<file path="config.mk">
export PLATFORM = sky130hd
export DESIGN_NAME = stmc_core
export DESIGN_NICKNAME = d
export VERILOG_FILES = /design/src/design/stmc_pkg.sv /design/src/design/stmc_edge_det.sv /design/src/design/stmc_prescaler.sv /design/src/design/stmc_core.sv
export SDC_FILE = /design/constraint.sdc
export NUM_CORES = 1
export LEC_CHECK = 0
export CORE_AREA = 2 2 94 96
export CTS_BUF_LIST = sky130_fd_sc_hd__clkbuf_4
export DETAILED_ROUTE_END_ITERATION = 8
export DIE_AREA = 0 0 96 98
export DONT_BUFFER_PORTS = 1
export HOLD_SLACK_MARGIN = 0.12
export MAX_ROUTING_LAYER = met4
export PLACE_DENSITY = 0.76
export SLEW_MARGIN = 40
export SYNTH_ARGS = -nofsm -noshare
export SYNTH_HDL_FRONTEND = slang
export SYNTH_SLANG_ARGS = --single-unit
</file>
<file path="constraint.sdc">
create_clock -name ref_clk -period 4.6 [get_ports ref_clk]
set_clock_uncertainty 0.05 [all_clocks]
set_input_delay 0.92 -clock ref_clk [delete_from_list [all_inputs] [get_ports ref_clk]]
set_output_delay 0.92 -clock ref_clk [all_outputs]
set_load 0.02 [all_outputs]
</file>
<file path="src/design/stmc_pkg.sv">
// Purpose: shared constants and types for the standard timer core
// Assumes: byte-wide register port, one clock domain
// Notes:   register offsets are local choices
package stmc_pkg;
  localparam int         ADDR_W      = 3;
  localparam logic [2:0] OFS_CTRL0   = 3'h0;
  localparam logic [2:0] OFS_CTRL1   = 3'h1;
  localparam logic [2:0] OFS_CNT_LO  = 3'h2;
  localparam logic [2:0] OFS_CNT_HI  = 3'h3;
  localparam logic [2:0] OFS_CMPA_LO = 3'h4;
  localparam logic [2:0] OFS_CMPA_HI = 3'h5;
  localparam logic [2:0] OFS_PERIOD  = 3'h6;
  localparam logic [7:0] CTRL0_MASK  = 8'hf8;
  localparam logic [7:0] RST_BYTE    = 8'h00;
  localparam logic [15:0] RST_WORD   = 16'h0000;
  localparam logic [5:0] RST_PRE     = 6'h00;
  localparam logic [2:0] CKS_SYS_D4  = 3'h0;
  localparam logic [2:0] CKS_SYS     = 3'h1;
  localparam logic [2:0] CKS_HI_D16  = 3'h2;
  localparam logic [2:0] CKS_HI_D64  = 3'h3;
  localparam logic [2:0] CKS_SUB0    = 3'h4;
  localparam logic [2:0] CKS_SUB1    = 3'h5;
  localparam logic [2:0] CKS_EXT_R   = 3'h6;
  localparam logic [2:0] CKS_EXT_F   = 3'h7;
  localparam logic [1:0] PF_00       = 2'h0;
  localparam logic [1:0] PF_01       = 2'h1;
  localparam logic [1:0] PF_10       = 2'h2;
  localparam logic [1:0] PF_11       = 2'h3;
  localparam logic [7:0] PERIOD_OVF  = 8'h00;
  localparam logic [15:0] CNT_MAX    = 16'hffff;
  localparam logic [15:0] CNT_ONE    = 16'h0001;
  localparam logic [1:0] DIV4_LAST   = 2'h3;
  localparam logic [3:0] DIV16_LAST  = 4'hf;
  localparam logic [5:0] DIV64_LAST  = 6'h3f;

  typedef enum logic [1:0] {
    STMC_MODE_CMP  = 2'b00,
    STMC_MODE_CAP  = 2'b01,
    STMC_MODE_PWM  = 2'b10,
    STMC_MODE_TMR  = 2'b11
  } stmc_mode_t;

  typedef struct packed {
    logic       counter_pause;
    logic [2:0] count_clock_select;
    logic       run_enable;
  } stmc_ctrl0_t;

  typedef struct packed {
    stmc_mode_t operating_mode_field;
    logic [1:0] pin_function_field;
    logic       output_level_control;
    logic       output_invert;
    logic       duty_period_swap;
    logic       clear_source_select;
  } stmc_ctrl1_t;

  typedef struct packed {
    logic [ADDR_W-1:0] addr;
    logic [7:0]        wdata;
    logic              wr;
    logic              rd;
  } stmc_bus_t;

  // one-step single-pulse sequencer, gray along idle-armed-active
  typedef enum logic [1:0] {
    STMC_SP_IDLE   = 2'b00,
    STMC_SP_ARMED  = 2'b01,
    STMC_SP_ACTIVE = 2'b11
  } stmc_sp_t;
endpackage

</file>
<file path="src/design/stmc_edge_det.sv">
// Purpose: synchroniser and edge detector for a pin input
// Assumes: pin is asynchronous to ref_clk
// Notes:   the second and third stages feed the edge logic
`timescale 1ns/1ps
module stmc_edge_det
  import stmc_pkg::*;
(
  input  wire logic ref_clk,
  input  wire logic rst,
  input  wire logic ce,
  input  wire logic pin,
  output logic      rise,
  output logic      fall
);
  logic s1_q;
  logic s2_q;
  logic s3_q;

  always_ff @(posedge ref_clk or posedge rst) begin
    if (rst) begin
      s1_q <= 1'b0;
      s2_q <= 1'b0;
      s3_q <= 1'b0;
    end else if (ce) begin
      s1_q <= pin;
      s2_q <= s1_q;
      s3_q <= s2_q;
    end
  end

  assign rise = ce & s2_q & ~s3_q;
  assign fall = ce & ~s2_q & s3_q;
endmodule

</file>
<file path="src/design/stmc_prescaler.sv">
// Purpose: count-tick generator for the selectable clock sources
// Assumes: high and sub clocks arrive as enable strobes
// Notes:   ticks are one ref_clk cycle wide
`timescale 1ns/1ps
module stmc_prescaler
  import stmc_pkg::*;
(
  input  wire logic       ref_clk,
  input  wire logic       rst,
  input  wire logic       ce,
  input  wire logic       run,
  input  wire logic [2:0] sel,
  input  wire logic       high_clk_en,
  input  wire logic       sub_clk_en,
  input  wire logic       ext_rise,
  input  wire logic       ext_fall,
  output logic            tick
);
  logic [1:0] sys_div_q;
  logic [5:0] hi_div_q;

  always_ff @(posedge ref_clk or posedge rst) begin
    if (rst) begin
      sys_div_q <= 2'h0;
    end else if (ce && run) begin
      sys_div_q <= sys_div_q + 2'h1;
    end
  end

  always_ff @(posedge ref_clk or posedge rst) begin
    if (rst) begin
      hi_div_q <= RST_PRE;
    end else if (ce && run && high_clk_en) begin
      hi_div_q <= hi_div_q + 6'h01;
    end
  end

  always_comb begin
    case (sel)
      CKS_SYS_D4: tick = sys_div_q == DIV4_LAST;
      CKS_SYS:    tick = 1'b1;
      CKS_HI_D16: tick = high_clk_en && hi_div_q[3:0] == DIV16_LAST;
      CKS_HI_D64: tick = high_clk_en && hi_div_q == DIV64_LAST;
      CKS_SUB0,
      CKS_SUB1:   tick = sub_clk_en;
      CKS_EXT_R:  tick = ext_rise;
      CKS_EXT_F:  tick = ext_fall;
      default:    tick = 1'b0;
    endcase
  end
endmodule

</file>
<file path="src/design/stmc_core.sv">
// Purpose: 16-bit standard timer with compare, capture and pwm modes
// Assumes: system clock is ref_clk; high and sub clocks as enable strobes
// Notes:   capture datapath and interrupt wiring are outside this block
`timescale 1ns/1ps
module stmc_core
  import stmc_pkg::*;
(
  input  wire logic              ref_clk,
  input  wire logic              rst,
  input  wire logic              ce,
  input  wire logic [ADDR_W-1:0] addr,
  input  wire logic [7:0]        wdata,
  input  wire logic              wr,
  input  wire logic              rd,
  output logic      [7:0]        rdata,
  input  wire logic              high_clk_en,
  input  wire logic              sub_clk_en,
  input  wire logic              external_count_clock_pin,
  input  wire logic              capture_input_pin,
  output logic                   timer_output_pin,
  output logic                   timer_output_pin_oe,
  output logic                   match_a_irq,
  output logic                   match_p_irq,
  output logic                   capture_event
);
  stmc_bus_t   bus;
  stmc_ctrl0_t c0_q;
  stmc_ctrl1_t c1_q;
  stmc_sp_t    sp_q;
  stmc_sp_t    sp_d;
  logic [15:0] cnt_q;
  logic [15:0] cmpa_q;
  logic [7:0]  period_q;
  logic [7:0]  hold_q;
  logic        run_prev_q;
  logic        level_q;
  logic        run_rise;
  logic        tick;
  logic        ext_rise;
  logic        ext_fall;
  logic        cap_rise;
  logic        cap_fall;
  logic        match_a;
  logic        match_p;
  logic        ovf;
  logic        clr;
  logic        cmp_like;
  logic        pwm_mode;
  logic        sp_active;
  logic        raw_out;

  assign bus = '{addr: addr, wdata: wdata, wr: wr, rd: rd};

  function automatic logic is_wr(input stmc_bus_t b,
                                 input logic [ADDR_W-1:0] o);
    return b.wr && b.addr == o;
  endfunction

  function automatic logic is_rd(input stmc_bus_t b,
                                 input logic [ADDR_W-1:0] o);
    return b.rd && b.addr == o;
  endfunction

  stmc_edge_det u_ext_edge (
    .ref_clk (ref_clk),
    .rst     (rst),
    .ce      (ce),
    .pin     (external_count_clock_pin),
    .rise    (ext_rise),
    .fall    (ext_fall)
  );

  stmc_edge_det u_cap_edge (
    .ref_clk (ref_clk),
    .rst     (rst),
    .ce      (ce),
    .pin     (capture_input_pin),
    .rise    (cap_rise),
    .fall    (cap_fall)
  );

  stmc_prescaler u_pre (
    .ref_clk     (ref_clk),
    .rst         (rst),
    .ce          (ce),
    .run         (c0_q.run_enable),
    .sel         (c0_q.count_clock_select),
    .high_clk_en (high_clk_en),
    .sub_clk_en  (sub_clk_en),
    .ext_rise    (ext_rise),
    .ext_fall    (ext_fall),
    .tick        (tick)
  );

  // control registers; mode and pin field should change only when off
  always_ff @(posedge ref_clk or posedge rst) begin
    if (rst) begin
      c0_q <= '0;
      c1_q <= '0;
    end else if (ce) begin
      if (is_wr(bus, OFS_CTRL0)) begin
        c0_q <= bus.wdata[7:3];
      end
      if (is_wr(bus, OFS_CTRL1)) begin
        c1_q <= bus.wdata;
      end
    end
  end

  always_ff @(posedge ref_clk or posedge rst) begin
    if (rst) begin
      run_prev_q <= 1'b0;
    end else if (ce) begin
      run_prev_q <= c0_q.run_enable;
    end
  end

  assign run_rise = c0_q.run_enable & ~run_prev_q;
  assign pwm_mode = c1_q.operating_mode_field == STMC_MODE_PWM;
  assign cmp_like = c1_q.operating_mode_field == STMC_MODE_CMP ||
                    c1_q.operating_mode_field == STMC_MODE_TMR;

  // comparators qualified by the tick so each match is one pulse
  assign match_a = tick && cnt_q == cmpa_q;
  assign match_p = tick && period_q != PERIOD_OVF &&
                   cnt_q[15:8] == period_q &&
                   cnt_q[7:0] == RST_BYTE;
  assign ovf = tick && cnt_q == CNT_MAX;

  always_comb begin
    if (cmp_like) begin
      if (c1_q.clear_source_select) begin
        clr = match_a;
      end else begin
        clr = match_p || (period_q == PERIOD_OVF && ovf);
      end
    end else if (pwm_mode) begin
      if (c1_q.duty_period_swap) begin
        clr = match_a || ovf;
      end else begin
        clr = match_p || (period_q == PERIOD_OVF && ovf);
      end
    end else begin
      clr = ovf;
    end
  end

  // counter: no software write path; run rising or the clear condition clears it
  always_ff @(posedge ref_clk or posedge rst) begin
    if (rst) begin
      cnt_q <= RST_WORD;
    end else if (ce) begin
      if (run_rise) begin
        cnt_q <= RST_WORD;
      end else if (c0_q.run_enable && !c0_q.counter_pause && tick) begin
        cnt_q <= clr ? RST_WORD : cnt_q + CNT_ONE;
      end
    end
  end

  // compare A pair and period; low byte staged in hold buffer
  always_ff @(posedge ref_clk or posedge rst) begin
    if (rst) begin
      cmpa_q   <= RST_WORD;
      period_q <= RST_BYTE;
      hold_q   <= RST_BYTE;
    end else if (ce) begin
      if (is_wr(bus, OFS_CMPA_LO)) begin
        hold_q <= bus.wdata;
      end else if (is_rd(bus, OFS_CNT_HI)) begin
        hold_q <= cnt_q[7:0];
      end else if (is_rd(bus, OFS_CMPA_HI)) begin
        hold_q <= cmpa_q[7:0];
      end
      if (is_wr(bus, OFS_CMPA_HI)) begin
        cmpa_q <= {bus.wdata, hold_q};
      end
      if (is_wr(bus, OFS_PERIOD)) begin
        period_q <= bus.wdata;
      end
    end
  end

  // single pulse: armed on run rise, fires on external edge
  always_comb begin
    sp_d = sp_q;
    case (sp_q)
      STMC_SP_IDLE: begin
        if (run_rise) begin
          sp_d = STMC_SP_ARMED;
        end
      end
      STMC_SP_ARMED: begin
        if (!c0_q.run_enable) begin
          sp_d = STMC_SP_IDLE;
        end else if (ext_rise) begin
          sp_d = STMC_SP_ACTIVE;
        end
      end
      STMC_SP_ACTIVE: begin
        if (!c0_q.run_enable || match_a) begin
          sp_d = STMC_SP_IDLE;
        end
      end
      default: sp_d = STMC_SP_IDLE;
    endcase
  end

  always_ff @(posedge ref_clk or posedge rst) begin
    if (rst) begin
      sp_q <= STMC_SP_IDLE;
    end else if (ce) begin
      sp_q <= sp_d;
    end
  end

  assign sp_active = sp_q == STMC_SP_ACTIVE;

  // compare-match level; held between matches
  always_ff @(posedge ref_clk or posedge rst) begin
    if (rst) begin
      level_q <= 1'b0;
    end else if (ce) begin
      if (run_rise) begin
        level_q <= c1_q.output_level_control;
      end else if (c1_q.operating_mode_field == STMC_MODE_CMP &&
                   c0_q.run_enable && !c0_q.counter_pause && match_a) begin
        case (c1_q.pin_function_field)
          PF_00:   level_q <= level_q;
          PF_01:   level_q <= 1'b0;
          PF_10:   level_q <= 1'b1;
          PF_11:   level_q <= ~level_q;
          default: level_q <= level_q;
        endcase
      end
    end
  end

  // pwm: pin function 10 active while count below duty value; 00/01 forced, 11 single pulse
  always_comb begin
    raw_out = level_q;
    if (pwm_mode) begin
      case (c1_q.pin_function_field)
        PF_00: raw_out = ~c1_q.output_level_control;
        PF_01: raw_out = c1_q.output_level_control;
        PF_10: begin
          if (c1_q.duty_period_swap) begin
            raw_out = (cnt_q[15:8] < period_q) ~^
                      c1_q.output_level_control;
          end else begin
            raw_out = (cnt_q < cmpa_q) ~^ c1_q.output_level_control;
          end
          if (!c0_q.run_enable) begin
            raw_out = ~c1_q.output_level_control;
          end
        end
        PF_11: raw_out = sp_active ~^ c1_q.output_level_control;
        default: raw_out = level_q;
      endcase
    end
  end

  always_ff @(posedge ref_clk or posedge rst) begin
    if (rst) begin
      timer_output_pin    <= 1'b0;
      timer_output_pin_oe <= 1'b0;
    end else if (ce) begin
      timer_output_pin    <= raw_out ^ c1_q.output_invert;
      timer_output_pin_oe <= c1_q.operating_mode_field == STMC_MODE_CMP ||
                             pwm_mode;
    end
  end

  // match pulses; p suppressed when compare A clears in cmp/timer
  always_ff @(posedge ref_clk or posedge rst) begin
    if (rst) begin
      match_a_irq   <= 1'b0;
      match_p_irq   <= 1'b0;
      capture_event <= 1'b0;
    end else if (ce) begin
      match_a_irq <= c0_q.run_enable && !c0_q.counter_pause &&
                     match_a;
      match_p_irq <= c0_q.run_enable && !c0_q.counter_pause &&
                     (match_p || (period_q == PERIOD_OVF && ovf)) &&
                     !(cmp_like && c1_q.clear_source_select);
      if (c1_q.operating_mode_field == STMC_MODE_CAP &&
          c0_q.run_enable) begin
        case (c1_q.pin_function_field)
          PF_00:   capture_event <= cap_rise;
          PF_01:   capture_event <= cap_fall;
          PF_10:   capture_event <= cap_rise | cap_fall;
          default: capture_event <= 1'b0;
        endcase
      end else begin
        capture_event <= 1'b0;
      end
    end
  end

  // read data one cycle after strobe; unmapped reads zero
  always_ff @(posedge ref_clk or posedge rst) begin
    if (rst) begin
      rdata <= RST_BYTE;
    end else if (ce) begin
      rdata <= RST_BYTE;
      if (bus.rd) begin
        case (bus.addr)
          OFS_CTRL0:   rdata <= {c0_q, 3'b000} & CTRL0_MASK;
          OFS_CTRL1:   rdata <= c1_q;
          OFS_CNT_LO:  rdata <= hold_q;
          OFS_CNT_HI:  rdata <= cnt_q[15:8];
          OFS_CMPA_LO: rdata <= hold_q;
          OFS_CMPA_HI: rdata <= cmpa_q[15:8];
          OFS_PERIOD:  rdata <= period_q;
          default:     rdata <= RST_BYTE;
        endcase
      end
    end
  end
endmodule

</file>
==> flow_metrics.env, run 1 <==
export IMPL_yosys_area_top_type_share=0.434
export IMPL_vdd_ir_drop_max_mv=0.229
export IMPL_grt_antenna_before_repair=1
export IMPL_grt_pass1_vias=4091
export IMPL_tns_ns=0
export IMPL_grt_pass1_wl_um=20500
export IMPL_die_y_um=98
export IMPL_start_util=0.627
export IMPL_grt_max_degree=63
export IMPL_num_rows=34
export IMPL_crit_type="register to register"
export IMPL_fillCellCount=719
export IMPL_critPathRequiredTime_ns=4.95
export IMPL_die_area_um2=9410
export IMPL_r2r_cells=8
export IMPL_final_nets=606
export IMPL_wl_um=12600
export IMPL_clk_path_buf_depth=2
export IMPL_clkSinkCount=92
export IMPL_placedCellCount=652
export IMPL_cts_hold_buffers=0
export IMPL_status="completed"
export IMPL_setup_viol=0
export IMPL_r2r_slack_ns=1.60
export IMPL_start_kind="register"
export IMPL_p_per_area_nw_per_um2=393
export IMPL_end_kind="register"
export IMPL_drc=0
export IMPL_yosys_top_cells_count="92 x dfrtp_1, 58 x nand2_1, 52 x o21ai_0"
export IMPL_leakagePower_nw=2.42
export IMPL_fin_crit_ns=3.00
export IMPL_port_buffers=0
export IMPL_gp_congestion=0.939
export IMPL_dieWidth_um=96
export IMPL_slew_headroom=0.489
export IMPL_overflow=0
export IMPL_synthTopCellsByArea="dfrtp_1 43%, ha_1 7.3%, mux2_2 7.2%"
export IMPL_synth_fp_nets=617
export IMPL_rsz0062_at_grt="false"
export IMPL_hpwl_um=9190
export IMPL_syn_to_final_growth_pct=3.94
export IMPL_min_path_type="primary input to async pin"
export IMPL_cts_buffers=9
export IMPL_fmax_mhz=334
export IMPL_synth_distinct_cells=58
export IMPL_post_drt_wl_per_cell_um=18.8
export IMPL_synthCells=566
export IMPL_vias=4200
export IMPL_synth_seq_cells=92
export IMPL_synth_warnings=0
export IMPL_htreeDepth=3
export IMPL_fin_cells=669
export IMPL_vias_per_cell=6.28
export IMPL_syn_avg_cell_area_um2=9.38
export IMPL_ys_seq_area_frac=0.434
export IMPL_crit_path_max_fanout=12
export IMPL_synth_edf_count=0
export IMPL_critical_path_arrival_ns=3.35
export IMPL_tightest_slew_ns=0.764
export IMPL_synth_ff_type="dfrtp_1"
export IMPL_cts_setup_buffers=0
export IMPL_synth_most_common_cell="dfrtp_1"
export IMPL_timing_final_crit_share=0.651
export IMPL_cts_tree="built"
export IMPL_netlist_area_um2=5310
export IMPL_clk_latency_ns=0.47
export IMPL_clkTransAtPathRegs_ns=0.15
export IMPL_grtUsageTotal=0.293
export IMPL_postRouteAntennaNets=0
export IMPL_hold_viol=0
export IMPL_slew_viol_final=0
export IMPL_cts_repair_resized=0
export IMPL_num_io_pins=33
export IMPL_firstDrtPassIters=5
export IMPL_drtIter0Drc=282
export IMPL_async_flop_share=1.00
export IMPL_cts_root_buffer="clkbuf_4"
export IMPL_core_um2=8470
export IMPL_drive_above_1_share=0.116
export IMPL_maxCapViolCount=0
export IMPL_synth_largest_area_cell="dfrtp_1"
[cells in the final DEF (no fill, tap or decap), types with 8 or more instances in the layout]
cell type  instances
a22oi_1            8
a31oi_1           11
nand4_1            9
dfrtp_1           92
nand3_1           15
a21oi_1           40
o22ai_1           12
mux2_2            34
clkbuf_4           9
nor2_1            28
nand2_1           58
ha_1              31
inv_1             46
xnor2_1            8
o21ai_0           52
mux2i_1           11
[logic make-up (layout without fill, tap and decap cells)]
logic type,after synthesis,in the layout,share of synthesized area
adders and majority gates,31,31,0.0731
buffers and inverters,72,66,0.0528
other,0,1,0
muxes,47,47,0.101
AOI/OAI and AO/OA,152,152,0.169
DFF,92,92,0.434
and+or+nand+nor,159,159,0.149
xor gates and xnor gates,13,13,0.0214
[per-stage QoR]
step / hold slack (ns) / setup slack [ns] / utilization / total power, W / cell area, um^2
2_1_floorplan: 0.396 / 1.24 / - / 0.00155 / 5310
3_3_place_gp: 0.418 / 1.49 / 0.634 / 0.00167 / 5370
3_5_place_dp: 0.419 / 1.38 / 0.634 / 0.00171 / 5370
4_1_cts: 0.430 / 1.66 / 0.651 / 0.00216 / 5510
5_1_grt: 0.334 / 1.40 / 0.652 / 0.00230 / 5520
6_report: 0.301 / 1.60 / 0.652 / 0.00217 / 5520
[path summary, 6_finish.rpt]
kind / start / endpoint
max: cnt_q[11] / cnt_q[11]
min: rst / capture_event
max reg2reg: cnt_q[11] / cnt_q[11]
min reg2reg: u_pre.hi_div_q[5] / u_pre.hi_div_q[5]
max in group asynchronous: rst / period_q[4]
min in group ref_clk: u_pre.hi_div_q[5] / u_pre.hi_div_q[5]
[critical path, cell delays in order, from the launching register on]
cell	delay, ns
dfrtp_1	0.53
ha_1	0.38
nand4_1	0.20
nor4_2	0.11
a31o_2	0.25
a311o_1	0.39
nor2_1	0.60
o21ai_0	0.19
a31oi_1	0.21
[report_power, final]
part	internal [W]	switching, W	total (W)
sequential	0.000967	0.000186	0.00115
combinational	0.000262	0.000283	0.000545
clock	0.000168	0.000302	0.000470
[final cells by class]
cell class / count / area (um^2) / share of cell area
multi-input cells: 402 / 2730 / 0.495
flip-flops and latches: 92 / 2300 / 0.417
inverters: 47 / 181 / 0.0329
well taps: 108 / 135 / 0.0245
clock inverters: 7 / 73.8 / 0.0134
clock buffers: 9 / 67.6 / 0.0122
repair buffers: 3 / 22.5 / 0.00408
diodes: 1 / 2.50 / 0.000454
[layer usage]
layer | wire [um] | GRT usage
met2 | 6130 | 0.451
met3 | 689 | 0.0579
met1 | 5410 | 0.379
met4 | 329 | 0.120
met5 | 0 | -
[registers in the layout, summed over array words and instances, names as in the netlist, 2 cells and up]
register	count
c0_q	5
c1_q	8
cmpa_q	16
cnt_q	16
hold_q	8
period_q	8
rdata	8
sp_q	2
u_pre.hi_div_q	6
u_pre.sys_div_q	2
Note: power is estimated with default switching activity, not from simulation.
==> run 2: changes to the inputs <==
--- a/config.mk
+++ b/config.mk
@@ -5,10 +5,11 @@
 export SDC_FILE = /design/constraint.sdc
 export NUM_CORES = 1
 export LEC_CHECK = 0
-export CORE_AREA = 2 2 94 96
+export ABC_AREA = 1
+export CORE_AREA = 2 2 95 97
 export CTS_BUF_LIST = sky130_fd_sc_hd__clkbuf_4
 export DETAILED_ROUTE_END_ITERATION = 8
-export DIE_AREA = 0 0 96 98
+export DIE_AREA = 0 0 97 99
 export DONT_BUFFER_PORTS = 1
 export HOLD_SLACK_MARGIN = 0.12
 export MAX_ROUTING_LAYER = met4
==> constraint.sdc (replaced) <==
create_clock -name ref_clk -period 2.8 [get_ports ref_clk]
set_clock_uncertainty 0.05 [all_clocks]
set_input_delay 0.56 -clock ref_clk [delete_from_list [all_inputs] [get_ports ref_clk]]
set_output_delay 0.56 -clock ref_clk [all_outputs]
set_load 0.02 [all_outputs]
==> flow_metrics.env, run 2 <==
export IMPL_critPathRequiredTime_ns=3.08
export IMPL_cts_root_buffer="clkbuf_4"
export IMPL_synth_warnings=0
export IMPL_core_um2=8550
export IMPL_grt_pass1_wl_um=23300
export IMPL_post_drt_wl_per_cell_um=17.7
export IMPL_vdd_ir_drop_max_mv=0.395
export IMPL_synthAdderAreaFrac=0.0720
export IMPL_p_per_area_nw_per_um2=611
export IMPL_vias=4654
export IMPL_rsz0062_at_grt="false"
export IMPL_start_kind="register"
export IMPL_synth_compound_area_frac=0.145
export IMPL_syn_avg_cell_area_um2=8.05
export IMPL_wl_um=14000
export IMPL_gp_congestion=1.00
export IMPL_r2r_slack_ns=0.34
export IMPL_yosys_top_cells_count="174 x nand2_1, 92 x dfrtp_1, 85 x inv_1"
export IMPL_final_nets=729
export IMPL_synthMuxAreaShare=0.00418
export IMPL_timing_rr_end="cnt_q[1]"
export IMPL_mostFrequentLayoutCells="174 x nand2_1, 92 x dfrtp_1, 84 x inv_1"
export IMPL_synth_ff_type="dfrtp_1"
export IMPL_maxCapViolCount=0
export IMPL_fmax_mhz=407
export IMPL_die_area_um2=9600
export IMPL_reg_top3="cmpa_q x16, cnt_q x16"
export IMPL_hold_path_startpoint="ce"
export IMPL_die_y_um=99
export IMPL_power_w=0.00346
export IMPL_hold_slack_ns=0.147
export IMPL_htreeDepth=3
export IMPL_timing_final_crit_share=0.878
export IMPL_clk_path_buf_depth=2
export IMPL_setup_viol=0
export IMPL_slew_viol_final=0
export IMPL_critical_path_arrival_ns=2.74
export IMPL_netlist_area_um2=5390
export IMPL_synth_fp_nets=720
export IMPL_clkSinkCount=92
export IMPL_overflow=0
export IMPL_synth_largest_area_cell="dfrtp_1"
export IMPL_cts_tree="built"
export IMPL_drive_above_1_share=0.101
export IMPL_cts_buffers=9
export IMPL_dieWidth_um=97
export IMPL_status="completed"
export IMPL_grt_max_degree=57
export IMPL_cts_hold_buffers=1
export IMPL_yosys_area_top_type_share=0.427
export IMPL_tns_ns=0
export IMPL_synth_edf_count=0
export IMPL_tightest_slew_ns=0.890
export IMPL_clkTransAtPathRegs_ns=0.15
export IMPL_async_flop_share=1.00
export IMPL_end_kind="register"
export IMPL_min_path_type="primary input to register"
export IMPL_r2r_cells=10
export IMPL_synth_xor_area_frac=0.0244
export IMPL_fin_crit_ns=2.46
export IMPL_hpwl_um=10800
export IMPL_drtIter0Drc=505
export IMPL_rr_startpoint="cnt_q[15]"
export IMPL_synth_seq_cells=92
export IMPL_fillCellCount=712
export IMPL_port_buffers=0
export IMPL_postRouteAntennaNets=0
export IMPL_clk_latency_ns=0.45
export IMPL_cts_repair_resized=0
export IMPL_synth_most_common_cell="nand2_1"
export IMPL_cts_setup_buffers=0
export IMPL_grt_antenna_before_repair=1
export IMPL_vias_per_cell=5.88
export IMPL_mostFrequentLayoutCell="nand2_1"
export IMPL_num_rows=34
export IMPL_hold_viol=0
export IMPL_synth_top_family_by_area="simple AND/OR/NAND/NOR gates"
export IMPL_grt_pass1_vias=4663
export IMPL_grtUsageTotal=0.317
export IMPL_leakagePower_nw=2.85
export IMPL_synth_simple_area_share=0.247
export IMPL_ys_seq_area_frac=0.427
export IMPL_start_util=0.630
export IMPL_slew_headroom=0.405
export IMPL_drc=0
export IMPL_holdPathStages=1
export IMPL_syn_to_final_growth_pct=4.95
export IMPL_crit_type="register to register"
export IMPL_firstDrtPassIters=5
export IMPL_synth_distinct_cells=45
export IMPL_hold_path_end="u_cap_edge.s2_q"
export IMPL_synthCells=669
export IMPL_crit_path_max_fanout=16
export IMPL_synthTopCellsByArea="dfrtp_1 43%, nand2_1 12%, ha_1 7.2%"
export IMPL_num_io_pins=33
[run 2: cell types whose count changed after synthesis, moves of 8 or more]
cell	before	now
nand3_2	0	12
a21oi_1	40	23
nand2_1	58	174
mux2_2	34	2
nand2_2	1	11
nor2_1	28	41
nand3_1	15	29
mux2i_1	11	0
o211ai_1	4	12
inv_1	47	85
a31oi_1	11	2
[run 2: through the flow]
stage	utilization	area, um^2	setup WS [ns]	cells
after detailed placement	0.647	5530	0.425	774
final	0.661	5650	0.342	791
after global routing	0.661	5650	0.115	791
after CTS	0.661	5650	0.376	790
after global placement	0.647	5530	0.448	774
after floorplan	-	5390	0.734	669
[run 2: final cells by class]
type	instances	area (um^2)	share of cell area
Sequential cell	92	2300	0.407
Tap cell	108	135	0.0239
Timing Repair Buffer	13	100	0.0177
Inverter	91	348	0.0615
Clock buffer	9	67.6	0.0119
Clock inverter	6	42.5	0.00752
Multi-Input combinational cell	471	2660	0.470
Antenna cell	1	2.50	0.000443
[run 2: kinds of logic (layout without fill, tap and decap cells)]
kind of cell / count (synthesis) / after routing
buffers and inverters: 106 / 119
xor gates and xnor gates: 15 / 15
and+or+nand+nor: 291 / 291
AOI/OAI and AO/OA: 132 / 132
muxes: 2 / 2
adders and majority gates: 31 / 31
DFF: 92 / 92
other: 0 / 1
[run 2: layer usage]
| metal | track usage | vias up | wire [um] |
|---|---|---|---|
| met5 | - | - | 0 |
| met4 | 0.141 | 0 | 571 |
| met3 | 0.0723 | 47 | 1170 |
| met2 | 0.491 | 196 | 6390 |
| met1 | 0.403 | 2198 | 5850 |
| li1 | - | 2213 | - |
[run 2: report_power, final]
part	switching, W	total [W]	internal (W)
sequential	0.000240	0.00183	0.00159
combinational	0.000642	0.000990	0.000349
clock	0.000457	0.000634	0.000178
[run 2: worst max path at each step]
stage | start | end | slack [ns] | cells after the start
4_1_cts | u_pre.hi_div_q[0] | cnt_q[15] | 0.38 | 13
2_1_floorplan | cnt_q[1] | cnt_q[4] | 0.73 | 13
3_3_place_gp | cnt_q[15] | cnt_q[15] | 0.45 | 10
5_1_grt | u_pre.hi_div_q[0] | cnt_q[15] | 0.12 | 13
6_report | cnt_q[15] | cnt_q[1] | 0.34 | 10
3_5_place_dp | cnt_q[15] | cnt_q[12] | 0.42 | 10
[run 2: worst max-delay path, stage by stage, from the launching register on]
cell	delay, ns
dfrtp_1	0.51
ha_1	0.36
nand2_1	0.07
nor2_1	0.14
nand2_1	0.09
nor2_1	0.24
nand2_1	0.20
a21oi_1	0.29
a21oi_4	0.22
nand3_2	0.11
nand2_2	0.05
==> run 3: changes to the inputs <==
--- a/config.mk
+++ b/config.mk
@@ -6,14 +6,14 @@
 export NUM_CORES = 1
 export LEC_CHECK = 0
 export ABC_AREA = 1
-export CORE_AREA = 2 2 95 97
+export CORE_AREA = 2 2 120 122
 export CTS_BUF_LIST = sky130_fd_sc_hd__clkbuf_4
 export DETAILED_ROUTE_END_ITERATION = 8
-export DIE_AREA = 0 0 97 99
+export DIE_AREA = 0 0 122 124
 export DONT_BUFFER_PORTS = 1
 export HOLD_SLACK_MARGIN = 0.12
 export MAX_ROUTING_LAYER = met4
-export PLACE_DENSITY = 0.76
+export PLACE_DENSITY = 0.5
 export SLEW_MARGIN = 40
 export SYNTH_ARGS = -nofsm -noshare
 export SYNTH_HDL_FRONTEND = slang
==> constraint.sdc (replaced) <==
create_clock -name ref_clk -period 2.8 [get_ports ref_clk]
set_clock_uncertainty 0.05 [all_clocks]
set_input_delay 0.56 -clock ref_clk [delete_from_list [all_inputs] [get_ports ref_clk]]
set_output_delay 0.56 -clock ref_clk [all_outputs]
set_load 0.1 [all_outputs]
==> flow_metrics.env, run 3 (synthesized netlist as in run 2, its figures left out) <==
export IMPL_slew_viol_final=0
export IMPL_final_nets=748
export IMPL_clk_path_buf_depth=2
export IMPL_power_w=0.00373
export IMPL_tightest_slew_ns=0.731
export IMPL_rr_startpoint="cnt_q[15]"
export IMPL_syn_to_final_growth_pct=10.5
export IMPL_vias=4542
export IMPL_fmax_mhz=408
export IMPL_cts_root_buffer="clkbuf_4"
export IMPL_drc=0
export IMPL_dr_wl_met3_um=1040
export IMPL_cts_tree="built"
export IMPL_p_per_area_nw_per_um2=626
export IMPL_setup_viol=0
export IMPL_placedCellCount=852
export IMPL_tns_ns=0
export IMPL_r2r_slack_ns=0.35
export IMPL_fin_crit_ns=2.45
export IMPL_clkTransAtPathRegs_ns=0.16
export IMPL_reg_top3="cmpa_q x16, cnt_q x16"
export IMPL_leakagePower_nw=2.91
export IMPL_stdcell_area_um2=5950
export IMPL_worst_slack_ns=0.349
export IMPL_hold_viol=0
export IMPL_dieWidth_um=122
export IMPL_crit_type="register to register"
export IMPL_grtUsageTotal=0.230
export IMPL_grt_pass1_vias=4435
export IMPL_vdd_ir_drop_max_mv=0.314
export IMPL_htreeDepth=3
export IMPL_cts_setup_buffers=0
export IMPL_fin_cells=883
export IMPL_mostFrequentLayoutCell="nand2_1"
export IMPL_timing_rr_end="cnt_q[10]"
export IMPL_detailedPlace_worstSlack_ns=0.379
export IMPL_cts_hold_buffers=14
export IMPL_holdPathStages=2
export IMPL_clkSinkCount=92
export IMPL_rsz0062_at_grt="false"
export IMPL_die_y_um=124
export IMPL_slew_headroom=0.512
export IMPL_num_io_pins=33
export IMPL_vias_per_cell=5.14
export IMPL_critical_path_arrival_ns=2.81
export IMPL_drive_above_1_share=0.125
export IMPL_cts_repair_resized=0
export IMPL_route_met2_wl_um=6740
export IMPL_placed_area_um2=5680
export IMPL_min_path_type="primary input to register"
export IMPL_cts_buffers=9
export IMPL_grt_antenna_before_repair=1
export IMPL_drt_met1_wl_um=7660
export IMPL_overflow=0
export IMPL_num_rows=43
export IMPL_start_kind="register"
export IMPL_hpwl_um=11700
export IMPL_timing_final_crit_share=0.875
export IMPL_status="completed"
export IMPL_topRoutingLayerUsed="met4"
export IMPL_core_um2=13700
export IMPL_r2r_cells=10
export IMPL_end_kind="register"
export IMPL_start_util=0.393
export IMPL_crit_start="cnt_q[15]"
export IMPL_crit_path_max_fanout=16
export IMPL_critPathRequiredTime_ns=3.16
export IMPL_clk_latency_ns=0.51
export IMPL_gp_congestion=0.953
export IMPL_wl_um=15800
export IMPL_mostFrequentLayoutCells="174 x nand2_1, 84 x inv_1, 79 x dfrtp_1"
export IMPL_port_buffers=0
export IMPL_drtIter0Drc=376
export IMPL_grt_pass1_wl_um=25100
export IMPL_firstDrtPassIters=6
export IMPL_worstSetupEndpoint="cnt_q[10]"
export IMPL_postRouteAntennaNets=0
export IMPL_grt_max_degree=93
export IMPL_die_area_um2=15100
export IMPL_post_drt_wl_per_cell_um=17.9
export IMPL_maxCapViolCount=0
## run 3: changes by cell type in the layout (fill, tap and decap cells not counted), sizes merged
cell / before / now
buf: 12 / 18
clkinv: 4 / 2
inv: 90 / 92
dlygate4sd3: 1 / 14
clkinvlp: 3 / 4
## run 3: critical path: stages (launching register included)
cell	delay, ns
dfrtp_1	0.51
ha_1	0.34
nand2_1	0.07
nor2_1	0.17
nand2_1	0.09
nor2_1	0.25
nand2_1	0.17
o21ai_2	0.19
nand3_4	0.26
nand3_1	0.18
nand2_1	0.07
## run 3: layer usage
metal / vias up / GRT usage
li1: 2267 / -
met1: 2129 / 0.328
met2: 122 / 0.325
met3: 24 / 0.0421
met4: 0 / 0.0891
met5: - / -
## run 3: power by group
group	switching, W	leakage (nW)	internal (W)	total, W
sequential	0.000381	1.13	0.00159	0.00197
clock	0.000527	0.0587	0.000185	0.000711
combinational	0.000662	1.72	0.000382	0.00104
total	0.00157	2.91	0.00216	0.00373
## run 3: how the worst min path moves through the flow
stage                          startpoint         endpoint  slack (ns)
after floorplan           u_cap_edge.s1_q  u_cap_edge.s1_q        0.39
after global placement    u_ext_edge.s1_q  u_ext_edge.s1_q        0.40
after detailed placement  u_ext_edge.s1_q  u_ext_edge.s1_q        0.42
after CTS                              ce         rdata[1]        0.12
after global routing                   ce         rdata[1]        0.12
final                            wdata[0]        cmpa_q[8]        0.13
## run 3: area by class of cell
class,instances,area [um^2]
flip-flops and latches,92,2320
inverters,91,348
multi-input cells,471,2660
well taps,180,225
repair buffers,32,284
clock inverters,7,50.0
diodes,1,2.50
clock buffers,9,67.6
fillers,1363,7760
## run 3: metrics by stage
stage                     hold slack, ns  utilization
after global routing               0.124        0.434
after global placement             0.404        0.413
after floorplan                    0.392            -
final                              0.129        0.434
after detailed placement           0.418        0.414
after CTS                          0.121        0.433
